## src/hw/bac_pkg.sv

```systemverilog
// constants, types and carriers for one port's burst address counter.
// assumes a single port clock; the host drives the controls on that clock.

`default_nettype none

package bac_pkg;

	// address width of the deepest variant; narrower parts drop top bits
	localparam int ADDR_W = 17;
	typedef logic [ADDR_W-1:0] bac_addr_t;

	localparam bac_addr_t CNT_RESET = 17'h00000;
	localparam bac_addr_t MASK_RESET = 17'h1ffff;
	localparam bac_addr_t STEP_ONE = 17'h00001;
	localparam bac_addr_t STEP_TWO = 17'h00002;
	localparam logic [1:0] INIT_SYNC_RESET = 2'h0;

	typedef enum logic [8:0] {
		OP_HOLD = 9'h001,
		OP_CLEAR = 9'h002,
		OP_LOAD = 9'h004,
		OP_CNT_RB = 9'h008,
		OP_INC = 9'h010,
		OP_MASK_RST = 9'h020,
		OP_MASK_LOAD = 9'h040,
		OP_MASK_RB = 9'h080,
		OP_RSVD = 9'h100
	} bac_op_t;

	// host control pins of the port, all sampled on the port clock
	typedef struct packed {
		logic counter_or_mask_select;
		logic count_clear_n;
		logic addr_strobe_n;
		logic count_advance_n;
	} bac_ctl_t;

	typedef struct packed {
		logic [1:0] init_sync;
		bac_addr_t cnt;
		bac_addr_t mask;
		bac_addr_t mir;
		logic wrap_n;
		logic rb_pend;
		logic rb_sel;
		bac_addr_t rb_val;
		bac_addr_t addr_out;
		logic addr_oe;
		logic dq_float;
	} bac_state_t;

	localparam bac_state_t ST_RESET = '{
		init_sync: INIT_SYNC_RESET,
		cnt: CNT_RESET,
		mask: MASK_RESET,
		mir: CNT_RESET,
		wrap_n: 1'b1,
		rb_pend: 1'b0,
		rb_sel: 1'b0,
		rb_val: CNT_RESET,
		addr_out: CNT_RESET,
		addr_oe: 1'b0,
		dq_float: 1'b0
	};

endpackage

`default_nettype wire

```

## src/hw/bac_top.sv

```systemverilog
// burst address counter of one dual-port ram port: counter, mask, mirror,
// wrap flag and pipelined readback onto the address pins.
// assumes the host drives ctl and addr_in on the same clock; only the
// global init input arrives asynchronously.
// limitation: an init pulse that starts and ends between two edges is
// invisible to the cause checks below, which may then flag a change.

`default_nettype none

module bac_top
	import bac_pkg::*;
(
	// clock, reset, enable
	input wire logic clock,
	input wire logic rstn,
	input wire logic clk_en,
	// asynchronous global initialisation
	input wire logic global_async_init_n,
	// host controls
	input wire bac_ctl_t ctl,
	input wire logic port_select_low_active,
	input wire logic port_select_high_active,
	// two-way address pins
	input wire bac_addr_t addr_in,
	output logic [ADDR_W-1:0] addr_out,
	output logic addr_oe,
	// towards array and data pins
	output logic [ADDR_W-1:0] array_addr,
	output logic wrap_flag_n,
	output logic dq_float
);

	bac_state_t s_q;
	bac_state_t s_d;
	bac_op_t op_raw;
	bac_op_t op;
	logic ready;
	logic selected;
	logic all_ones;
	bac_addr_t step;
	bac_addr_t inc_val;
	bac_addr_t inc_next;

	// ----------------------------------------------------------------
	// command decode
	// ----------------------------------------------------------------

	assign ready = s_q.init_sync[1];
	// the selects only steer dq_float; no command decode looks at them
	assign selected = !port_select_low_active
		&& port_select_high_active;

	always_comb begin
		op_raw = OP_HOLD;
		if (ctl.counter_or_mask_select) begin
			if (!ctl.count_clear_n) begin
				op_raw = OP_CLEAR;
			end else begin
				case ({ctl.addr_strobe_n, ctl.count_advance_n})
					2'b00: op_raw = OP_LOAD;
					2'b01: op_raw = OP_CNT_RB;
					2'b10: op_raw = OP_INC;
					default: op_raw = OP_HOLD;
				endcase
			end
		end else begin
			if (!ctl.count_clear_n) begin
				op_raw = OP_MASK_RST;
			end else begin
				case ({ctl.addr_strobe_n, ctl.count_advance_n})
					2'b00: op_raw = OP_MASK_LOAD;
					2'b01: op_raw = OP_MASK_RB;
					default: op_raw = OP_RSVD;
				endcase
			end
		end
		// controls are ignored until the init release has settled
		op = ready ? op_raw : OP_HOLD;
	end

	// ----------------------------------------------------------------
	// increment datapath
	// ----------------------------------------------------------------

	// masked bits are forced to one so the carry jumps over them,
	// then restored from the counter; no per-bit adder chain needed
	assign step = s_q.mask[0] ? STEP_ONE : STEP_TWO;
	assign all_ones = (s_q.cnt & s_q.mask) == s_q.mask;
	assign inc_val = (((s_q.cnt | ~s_q.mask) + step) & s_q.mask)
		| (s_q.cnt & ~s_q.mask);
	// with a full mask the wrap reload from mirror also
	assign inc_next = all_ones ? s_q.mir : inc_val;

	// ----------------------------------------------------------------
	// next state
	// ----------------------------------------------------------------

	always_comb begin
		s_d = s_q;
		s_d.init_sync = {s_q.init_sync[0], 1'b1};
		case (op)
			OP_CLEAR: begin
				s_d.cnt = s_q.cnt & ~s_q.mask;
				s_d.mir = s_q.mir & ~s_q.mask;
				s_d.wrap_n = 1'b1;
			end
			OP_LOAD: begin
				s_d.cnt = addr_in;
				s_d.mir = addr_in;
				s_d.wrap_n = 1'b1;
			end
			OP_INC: begin
				s_d.cnt = inc_next;
				s_d.wrap_n = !((inc_next & s_q.mask) == s_q.mask);
			end
			OP_MASK_RST: begin
				s_d.mask = MASK_RESET;
				s_d.wrap_n = 1'b1;
			end
			OP_MASK_LOAD: begin
				s_d.mask = addr_in;
				s_d.wrap_n = 1'b1;
			end
			default: begin
				// hold, readbacks and the reserved code leave all three
				s_d.cnt = s_q.cnt;
			end
		endcase
		// one registered stage between command and pins gives the host a
		// whole cycle to release the address lines first
		// readback: sample now, drive the pins one edge later
		s_d.rb_pend = (op == OP_CNT_RB) || (op == OP_MASK_RB);
		s_d.rb_val = (op == OP_MASK_RB) ? s_q.mask : s_q.cnt;
		s_d.rb_sel = selected;
		s_d.addr_oe = s_q.rb_pend;
		s_d.addr_out = s_q.rb_pend ? s_q.rb_val : CNT_RESET;
		s_d.dq_float = s_q.rb_pend && s_q.rb_sel;
	end

	// ----------------------------------------------------------------
	// state register
	// ----------------------------------------------------------------

	// global init clears at once; the two-stage release keeps the
	// registers at their init values until the release is synchronous
	always_ff @(posedge clock or negedge global_async_init_n) begin
		if (!global_async_init_n) begin
			s_q <= ST_RESET;
		end else if (!rstn) begin
			s_q <= ST_RESET;
		end else if (clk_en) begin
			s_q <= s_d;
		end
	end

	assign array_addr = s_q.cnt;
	assign wrap_flag_n = s_q.wrap_n;
	assign addr_out = s_q.addr_out;
	assign addr_oe = s_q.addr_oe;
	assign dq_float = s_q.dq_float;

	// ----------------------------------------------------------------
	// assertions
	// ----------------------------------------------------------------

	logic live;
	assign live = clk_en && ready;
endmodule

`default_nettype wire

```

## config.mk

```make
export PLATFORM = sky130hd
export DESIGN_NAME = bac_top
export DESIGN_NICKNAME = d
export VERILOG_FILES = /design/src/hw/bac_pkg.sv /design/src/hw/bac_top.sv
export SDC_FILE = /design/constraint.sdc
export NUM_CORES = 1
export LEC_CHECK = 0
export ABC_CLOCK_PERIOD_IN_PS = 3200
export BUFFER_PORTS_ARGS = -buffer_cell sky130_fd_sc_hd__buf_2
export CORE_MARGIN = 2
export CORE_UTILIZATION = 49
export DETAILED_ROUTE_END_ITERATION = 8
export PLACE_DENSITY_LB_ADDON = 0.3
export SYNTH_ARGS = -nofsm -noshare
export SYNTH_HDL_FRONTEND = slang
export SYNTH_SLANG_ARGS = --single-unit
```

## constraint.sdc

```tcl
create_clock -name clock -period 3.2 [get_ports clock]
set_input_delay 0 -clock clock [delete_from_list [all_inputs] [get_ports clock]]
set_output_delay 0 -clock clock [all_outputs]
set_load 0.05 [all_outputs]
```

# Yosys cells after proc, flatten, opt, wreduce, memory -nomap -nowiden
# Cells that the tools add are included.
[word_totals]
output_inout_bits = 37
rom_bits = 0
elab_cells = 63
input_bits = 27
ramBits = 0
latch_bits = 0
register_bits = 92
mem_count = 0
[classes]
shift = 0
mul = 0
bitwise_logic = 8
n_addsub = 1
n_div = 0
n_mux = 16
eq_ne = 16
n_lt_le_gt_ge = 0
reduce_logical = 11
[ops]
columns = ["operator", "count"]
rows = [
  ["two-way mux 92 bit", 2],
  ["bitwise AND 17 bit", 5],
  ["one-hot mux 17 bit (2 select lines)", 2],
  ["two-way mux 17 bit", 3],
  ["one-hot mux 17 bit (3 select lines)", 1],
  ["== test 17 bit", 2],
  ["bitwise OR 17 bit", 2],
  ["two-way mux 9 bit", 3],
  ["one-hot mux 9 bit (2 select lines)", 1],
  ["adder 17 x 2 -> 17 bit", 1],
  ["inverter 17 bit", 1],
  ["one-hot mux 5 bit (3 select lines)", 1],
  ["== test 9 x 2 -> 1 bit, second input constant", 1],
  ["== test 9 x 3 -> 1 bit, second input constant", 1],
  ["== test 9 x 4 -> 1 bit, second input constant", 1],
  ["== test 9 x 5 -> 1 bit, second input constant", 1],
  ["== test 9 x 6 -> 1 bit, second input constant", 1],
  ["== test 9 x 7 -> 1 bit, second input constant", 1],
  ["== test 9 x 8 -> 1 bit, second input constant", 1],
  ["AND reduction 2 bit", 4],
  ["!= test 3 x 1 -> 1 bit, second input constant", 2],
  ["two-way mux 5 bit", 1],
  ["!= test 4 x 1 -> 1 bit, second input constant", 1],
  ["OR reduction 4 bit", 1],
  ["other kinds (10)", 12],
]

# Depth between registers and ports, before layout
# Gate-level depths: netlist (run 1).
[logic_depth]
depth_word = 12
mapped_depth = 12
mapped_depth_nobuf = 11

# Least setup slack after synthesis (run 1)
# Ideal clock, no wire load.
[synth_timing]
path_kind = "reg-to-reg"
start = "reg s_q[57] (netlist name)"
end = "reg s_q (netlist bit array_addr[15])"
path_buffers = 1
synth_period_minus_slack_ns = 2.621
setup_ns = 0.082
path_stages_with_launch = 13
required_ns = 3.118
arrival_ns = 2.538
slack_ns = 0.579
path_cell_list = "dfstp_2 -> nor2b_1 -> inv_1 -> ha_1 -> a21o_1 -> and4_1 -> buf_4 -> nand3_1 -> o21ai_1 -> nor3b_1 -> o31a_1 -> o32a_1 -> o22ai_1"
[synth_between]
elab_chain_cells = 9
[synth_rtl]
columns = ["element", "line", "text"]
rows = [
  ["start: declaration", "bac_top.sv:33", "bac_state_t s_q;"],
  ["start signal: assignment", "bac_top.sv:148", "s_q <= ST_RESET;"],
  ["start signal: assignment", "bac_top.sv:150", "s_q <= ST_RESET;"],
  ["start signal: assignment", "bac_top.sv:152", "s_q <= s_d;"],
  ["inverter 17 bit", "bac_top.sv:89", "assign inc_val = (((s_q.cnt | ~s_q.mask) + step) & s_q.mask)"],
  ["bitwise OR 17 bit", "bac_top.sv:89", ""],
  ["adder 17 x 2 -> 17 bit", "bac_top.sv:89", ""],
  ["bitwise AND 17 bit", "bac_top.sv:89", ""],
  ["bitwise OR 17 bit", "bac_top.sv:90", "| (s_q.cnt & ~s_q.mask);"],
  ["two-way mux 17 bit (*)", "bac_top.sv:92", "assign inc_next = all_ones ? s_q.mir : inc_val;"],
  ["one-hot mux 17 bit (3 select lines) (*)", "bac_top.sv:101", "case (op)"],
  ["two-way mux 92 bit (*)", "bac_top.sv:151", "end else if (clk_en) begin"],
  ["two-way mux 92 bit (*)", "bac_top.sv:149", "end else if (!rstn) begin"],
]
# Mark *: on every way between the ends. The rest lies on a longest branch, timed or not. The select of a mux whose other input is x is not followed.
# A chain may end at the register's enable or synchronous reset.

# Worst setup path after layout (run 1)
# Same ends and word-level chain as after synthesis.

==> impl_metrics.ini, run 1 <==
[yosys]
yosysTopAreaCell = dfrtp_1
syn_area_mm2 = 0.00545
synth_seq_cells = 92
ys.flop_type = dfrtp_1
yosys_warnings = 0
yosysTopAreaCellShare = 0.340
synth_cells = 592
syn_area_per_cell_um2 = 9.20
synth.area.top_cells = dfrtp_1, dfstp_2, a22o_1
yosysUniqueCellTypes = 60
syn_nets = 624
async_flop_share = 1.00
synth_enable_flop_cells = 0
yosysSeqAreaShare = 0.427

[pwr]
ir_worst_vdd_v = 0.000208
p_sw_frac = 0.249
p_clk_frac = 0.377
finalPower_w = 0.00218
leakagePower_nw = 2.73
combPwrFrac = 0.078
seqPwrFrac = 0.545
powerDensity_mw_per_mm2 = 361
p_switching_w = 0.000544
internal_power_w = 0.00164

[detailed_routing]
dr.pass1.iters = 5
drt_iter0_markers = 535
viasPerCell = 6.14
drc = 0
num_vias = 4783
wire_per_inst_um = 20.4
drt-total-wl_um = 15900
ant_nets = 0

[placed_design]
dp_slack_ns = 0.281
hpwl_um = 10700
place.gp.congestion = 0.969
io_buffers = 63

[global_route]
grt_overflow = 0
grt_pass1_vias = 4433
grt_pass1_wl_um = 24700
grt_use_total = 0.274
antenna_found_initial = 0
grt_max_degree = 83

[clock_tree]
clk_latency_ns = 0.38
cts_resized = 0
numCtsBuffers = 9
clockRootBuffer = clkbuf_8
cts-htree-levels = 3
clkSinkCount = 92
cts_tree = done
clkTransAtPathRegs_ns = 0.09
cts.path.max_buffers = 2

[die]
num_io_pins = 64
row_count = 38
coreArea_mm2 = 0.0108
fp.dieW_um = 109
die_h_um = 109
die_area_mm2 = 0.0120
start_util = 0.503

[outcome]
status = finished, final reports clean

[final_layout]
n_fill_cell = 999
syn_to_final_growth_pct = 10.9
diodes = 0
final_cell_mix = dfrtp_1, buf_2, nand2_1, nor2_1, o21ai_0
drive_above_1_share = 0.186
finalNetCount = 667
layout_commonest_cell = dfrtp_1

[sta]
worst_slack_ns = 0.165
setup_violations = 0
final_max_slew_viol_count = 0
whs_ns = 0.109
clock_skew_ns = 0.0157
maxSlewHeadroom = 0.182
worst_pin_slew_ns = 1.22
fmax_ghz = 0.329
finalCritPeriodShare = 0.949
hold_violations = 0
period_minus_slack_ns = 3.04
fin_tns_setup_ns = 0
rsz0062_at_grt = no

[critical_path]
path_class = reg -> reg
cp.required_ns = 3.49
crit_chain = nor2b_1 > inv_1 > ha_1 > a21o_1 > and4_1 > nand3_1 > nor3_1 > nor3b_1 > o31a_1 > o32a_1 > o22ai_1
path_buf_inv = 1
start_kind = register
cp_slowest_cell = dfstp_2
slowest_delay_ns = 0.60
cp-end-kind = register
crit_family = simple AND/OR/NAND/NOR gates
cp_max_fo = 9
cp.arrival_ns = 3.33

[run]
maxCapViolations = 0

[worst_hold_path]
worstHoldPathType = in -> reg
[state kept, by name (all words and copies together), names as in the netlist]
name,flops
addr_oe,1
addr_out,17
array_addr,17
dq_float,1
ready,1
s_d,2
s_q,52
wrap_flag_n,1
[worst paths after layout]
| kind | start | endpoint | slack (ns) | cells after the start |
|---|---|---|---|---|
| worst min-delay path | rstn | s_q[59]$_DFFE_PN1P_ | 0.11 | 3 |
| min in group asynchronous | global_async_init_n | addr_out[1]$_DFFE_PN0P_ | 0.33 | 2 |
| worst max register to register | s_q[57]$_DFFE_PN1P_ | array_addr[15]$_DFFE_PN0P_ | 0.16 | 11 |
| worst max-delay path | s_q[57]$_DFFE_PN1P_ | array_addr[15]$_DFFE_PN0P_ | 0.16 | 11 |
| worst min register to register | s_q[33]$_DFFE_PN0P_ | addr_out[14]$_DFFE_PN0P_ | 0.49 | 1 |
| max in group asynchronous | global_async_init_n | s_q[67]$_DFFE_PN1P_ | 2.02 | 3 |
[power by group through the flow]
stage	combinational, W	sequential [W]	clock (W)
after floorplan	0.0000775	0.00121	0
after CTS	0.000170	0.00119	0.000836
after detailed placement	0.000152	0.00121	0
after global placement	0.000149	0.00121	0
final	0.000171	0.00119	0.000824
after global routing	0.000189	0.00119	0.000892
[final cells by class]
class / count / area [µm²] / area share
clock buffer: 12 / 155 / 0.0257
clock inverter: 3 / 47.5 / 0.00787
inverter: 22 / 82.6 / 0.0137
multi-input combinational: 412 / 2630 / 0.435
sequential: 92 / 2320 / 0.385
tap: 140 / 175 / 0.0290
timing repair buffer: 98 / 631 / 0.104
[metrics by stage]
stage	cells	util	area, µm²
floorplan	592	-	5450
global placement	744	0.520	5640
detailed placement	744	0.520	5640
CTS	779	0.557	6040
global route	779	0.557	6040
finish	779	0.557	6040
[worst min-delay path, cell delays in order]
cell and delay (ns):
buf_2 0.11, buf_4 0.24, nand2_1 0.10
[per-layer routing]
| layer | up-vias | track usage | part of all wire |
|---|---|---|---|
| met5 | - | 0 | 0 |
| li1 | 2204 | - | - |
| met3 | 25 | 0.0705 | 0.091 |
| met2 | 249 | 0.393 | 0.43 |
| met4 | 0 | 0.0823 | 0.018 |
| met1 | 2305 | 0.403 | 0.46 |
[synthesized netlist by cell type (5+ instances only)]
master / instances
and2_1: 6
xor2_1: 10
nand3_1: 14
a21oi_1: 14
a22o_1: 38
o21ai_0: 44
nor2_1: 53
nand2b_1: 11
a211oi_1: 18
inv_1: 21
nor2b_1: 12
xnor2_1: 12
and3_1: 5
nand4_1: 7
dfstp_2: 18
mux2i_1: 21
nor3_1: 6
nand2_1: 54
a222oi_1: 6
buf_4: 35
o22ai_1: 25
clkbuf_1: 24
dfrtp_1: 74
[repair_timing]
action / in CTS / in global routing
hold buffers: 20 / 0
endpoints found under the hold margin: 104 / 0
buffers inserted: 0 / 0
[logic make-up (layout without fill, tap and decap cells)]
logic type               Yosys count  count (layout)  synth area share
flip-flops                        92              92             0.427
adder cells (fa/ha/maj)            5               5            0.0129
AO/OA/AOI/OAI                    183             183             0.234
buffers and inverters             88             135            0.0916
multiplexers                      21              21            0.0386
AND/OR/NAND/NOR                  181             181             0.161
XOR/XNOR                          22              22            0.0354
No activity file was read; power rests on OpenSTA's default activity.
==> inputs of run 2 (changes only) <==
--- a/config.mk
+++ b/config.mk
@@ -11,6 +11,7 @@
 export CORE_UTILIZATION = 49
 export DETAILED_ROUTE_END_ITERATION = 8
 export PLACE_DENSITY_LB_ADDON = 0.3
+export REMOVE_ABC_BUFFERS = 1
 export SYNTH_ARGS = -nofsm -noshare
 export SYNTH_HDL_FRONTEND = slang
 export SYNTH_SLANG_ARGS = --single-unit
==> impl_metrics.ini, run 2 (synthesized netlist as in run 1, its figures left out) <==
[outcome]
status = finished, final reports clean

[final_layout]
finalNetCount = 667
max_flop_register = s_q
drive_above_1_share = 0.191
utilization = 0.557
final_cell_mix = dfrtp_1, buf_2, nand2_1, nor2_1, o21ai_0
syn_to_final_growth_pct = 10.9
largest_reg_flops = 52
seqCellArea_mm2 = 0.00232
stdcell_count = 780
layout_commonest_cell = dfrtp_1
diodes = 0
multi_input_area_mm2 = 0.00263
n_fill_cell = 994

[run]
maxCapViolations = 0

[critical_path]
path_class = reg -> reg
cp.arrival_ns = 3.20
cp-end-kind = register
slowest_delay_ns = 0.59
path_buf_inv = 1
cp.required_ns = 3.49
crit_family = compound AO/OA/AOI/OAI gates
crit_chain = nor2b_1 > inv_1 > ha_1 > a21o_1 > and4_4 > nand3_1 > nor3_1 > nor3b_1 > o31a_1 > o32a_1 > o22ai_1
cp_max_fo = 9
cp_slowest_cell = dfstp_2
start_kind = register

[detailed_routing]
drt_iter0_markers = 449
viasPerCell = 6.08
num_vias = 4742
wl_met3_um = 1030
drt-total-wl_um = 14900
met2_length_um = 6860
wire_per_inst_um = 19.0
ant_nets = 0
drc = 0
wl_met1_um = 6690
maxUsedRoutingLayer = met4
dr.pass1.iters = 5

[sta]
final_max_slew_viol_count = 0
maxSlewHeadroom = 0.277
fmax_ghz = 0.343
worst_pin_slew_ns = 1.08
whs_ns = 0.0198
finalCritPeriodShare = 0.911
rsz0062_at_grt = no
fin_tns_setup_ns = 0
clock_skew_ns = 0.0107
period_minus_slack_ns = 2.92
setup_violations = 0
hold_violations = 0

[global_route]
grt_overflow = 0
grt_pass1_vias = 4563
grt_pass1_wl_um = 23700
antenna_found_initial = 0
grt_max_degree = 88
grt_use_total = 0.258

[clock_tree]
clk_latency_ns = 0.38
clkTransAtPathRegs_ns = 0.10
clkSinkCount = 92
numCtsBuffers = 9
clockRootBuffer = clkbuf_8
cts-htree-levels = 3
postCtsSetupRepairBufs = 0
cts.path.max_buffers = 2
cts_tree = done

[pwr]
leakagePower_nw = 2.72
ir_worst_vdd_v = 0.000201
finalPower_w = 0.00217
powerDensity_mw_per_mm2 = 359

[placed_design]
place.gp.congestion = 0.933
hpwl_um = 10000
io_buffers = 63
place_inst = 744

[worst_hold_path]
worstHoldPathType = in -> reg

[die]
coreArea_mm2 = 0.0108
die_h_um = 109
start_util = 0.503
die_area_mm2 = 0.0120
num_io_pins = 64
fp.dieW_um = 109
row_count = 38
## run 2: cell types whose count changed in the layout (fill, tap and decap cells not counted)
cell,previous run,this run
and4_1,2,1
clkinv_4,2,1
inv_6,0,2
and4_4,0,1
clkbuf_1,1,0
clkbuf_8,11,9
clkinvlp_4,0,1
clkinv_2,0,2
## run 2: layout make-up
cell class	instances	share of cell area
timing repair buffer	98	0.104
clock buffer	9	0.0205
tap	140	0.0290
sequential	92	0.385
clock inverter	7	0.0122
multi-input combinational	412	0.435
inverter	22	0.0137
## run 2: worst register-to-register path, cell delays in order, from the launching register on
cell and delay [ns]:
dfstp_2 0.59, nor2b_1 0.20, inv_1 0.10, ha_1 0.28, a21o_1 0.18, and4_4 0.31, nand3_1 0.11, nor3_1 0.20
nor3b_1 0.11, o31a_1 0.32, o32a_1 0.29, o22ai_1 0.16
## run 2: power breakdown
part	total (W)	switching [W]	internal, W	leakage, nW
clock network	0.000810	0.000445	0.000365	0.100
logic	0.000171	0.000112	0.0000590	1.41
registers	0.00119	0.0000109	0.00118	1.21
## run 2: timing repair
action	4_1_cts	5_1_grt
hold buffers	20	0
hold endpoints to repair	109	0
endpoints found under the setup margin	0	1
resized for setup	0	2
## run 2: metal layers
metal  vias to the layer above  GRT usage
met5                         -          0
met2                       212      0.406
met3                        26     0.0356
met4                         0      0.104
li1                       2195          -
met1                      2309      0.360
## run 2: path summary, 6_finish.rpt
path / slack [ns] / end / cells after the start / startpoint
setup / recovery: 0.28 / array_addr[15]$_DFFE_PN0P_ / 11 / s_q[57]$_DFFE_PN1P_
hold / removal: 0.02 / s_q[25]$_DFFE_PN0P_ / 3 / rstn
setup reg to reg: 0.28 / array_addr[15]$_DFFE_PN0P_ / 11 / s_q[57]$_DFFE_PN1P_
hold reg to reg: 0.48 / addr_oe$_DFFE_PN0P_ / 1 / addr_oe$_DFFE_PN0P_
max in group asynchronous: 2.08 / s_q[56]$_DFFE_PN1P_ / 3 / global_async_init_n
min in group asynchronous: 0.35 / array_addr[8]$_DFFE_PN0P_ / 2 / global_async_init_n
## run 2: metrics by stage
| stage | worst slack, ns | area, µm² |
|---|---|---|
| after detailed placement | 0.293 | 5640 |
| after CTS | 0.260 | 6040 |
| after global routing | 0.0559 | 6040 |
| after floorplan | 0.451 | 5030 |
| after global placement | 0.403 | 5640 |
| final | 0.285 | 6040 |
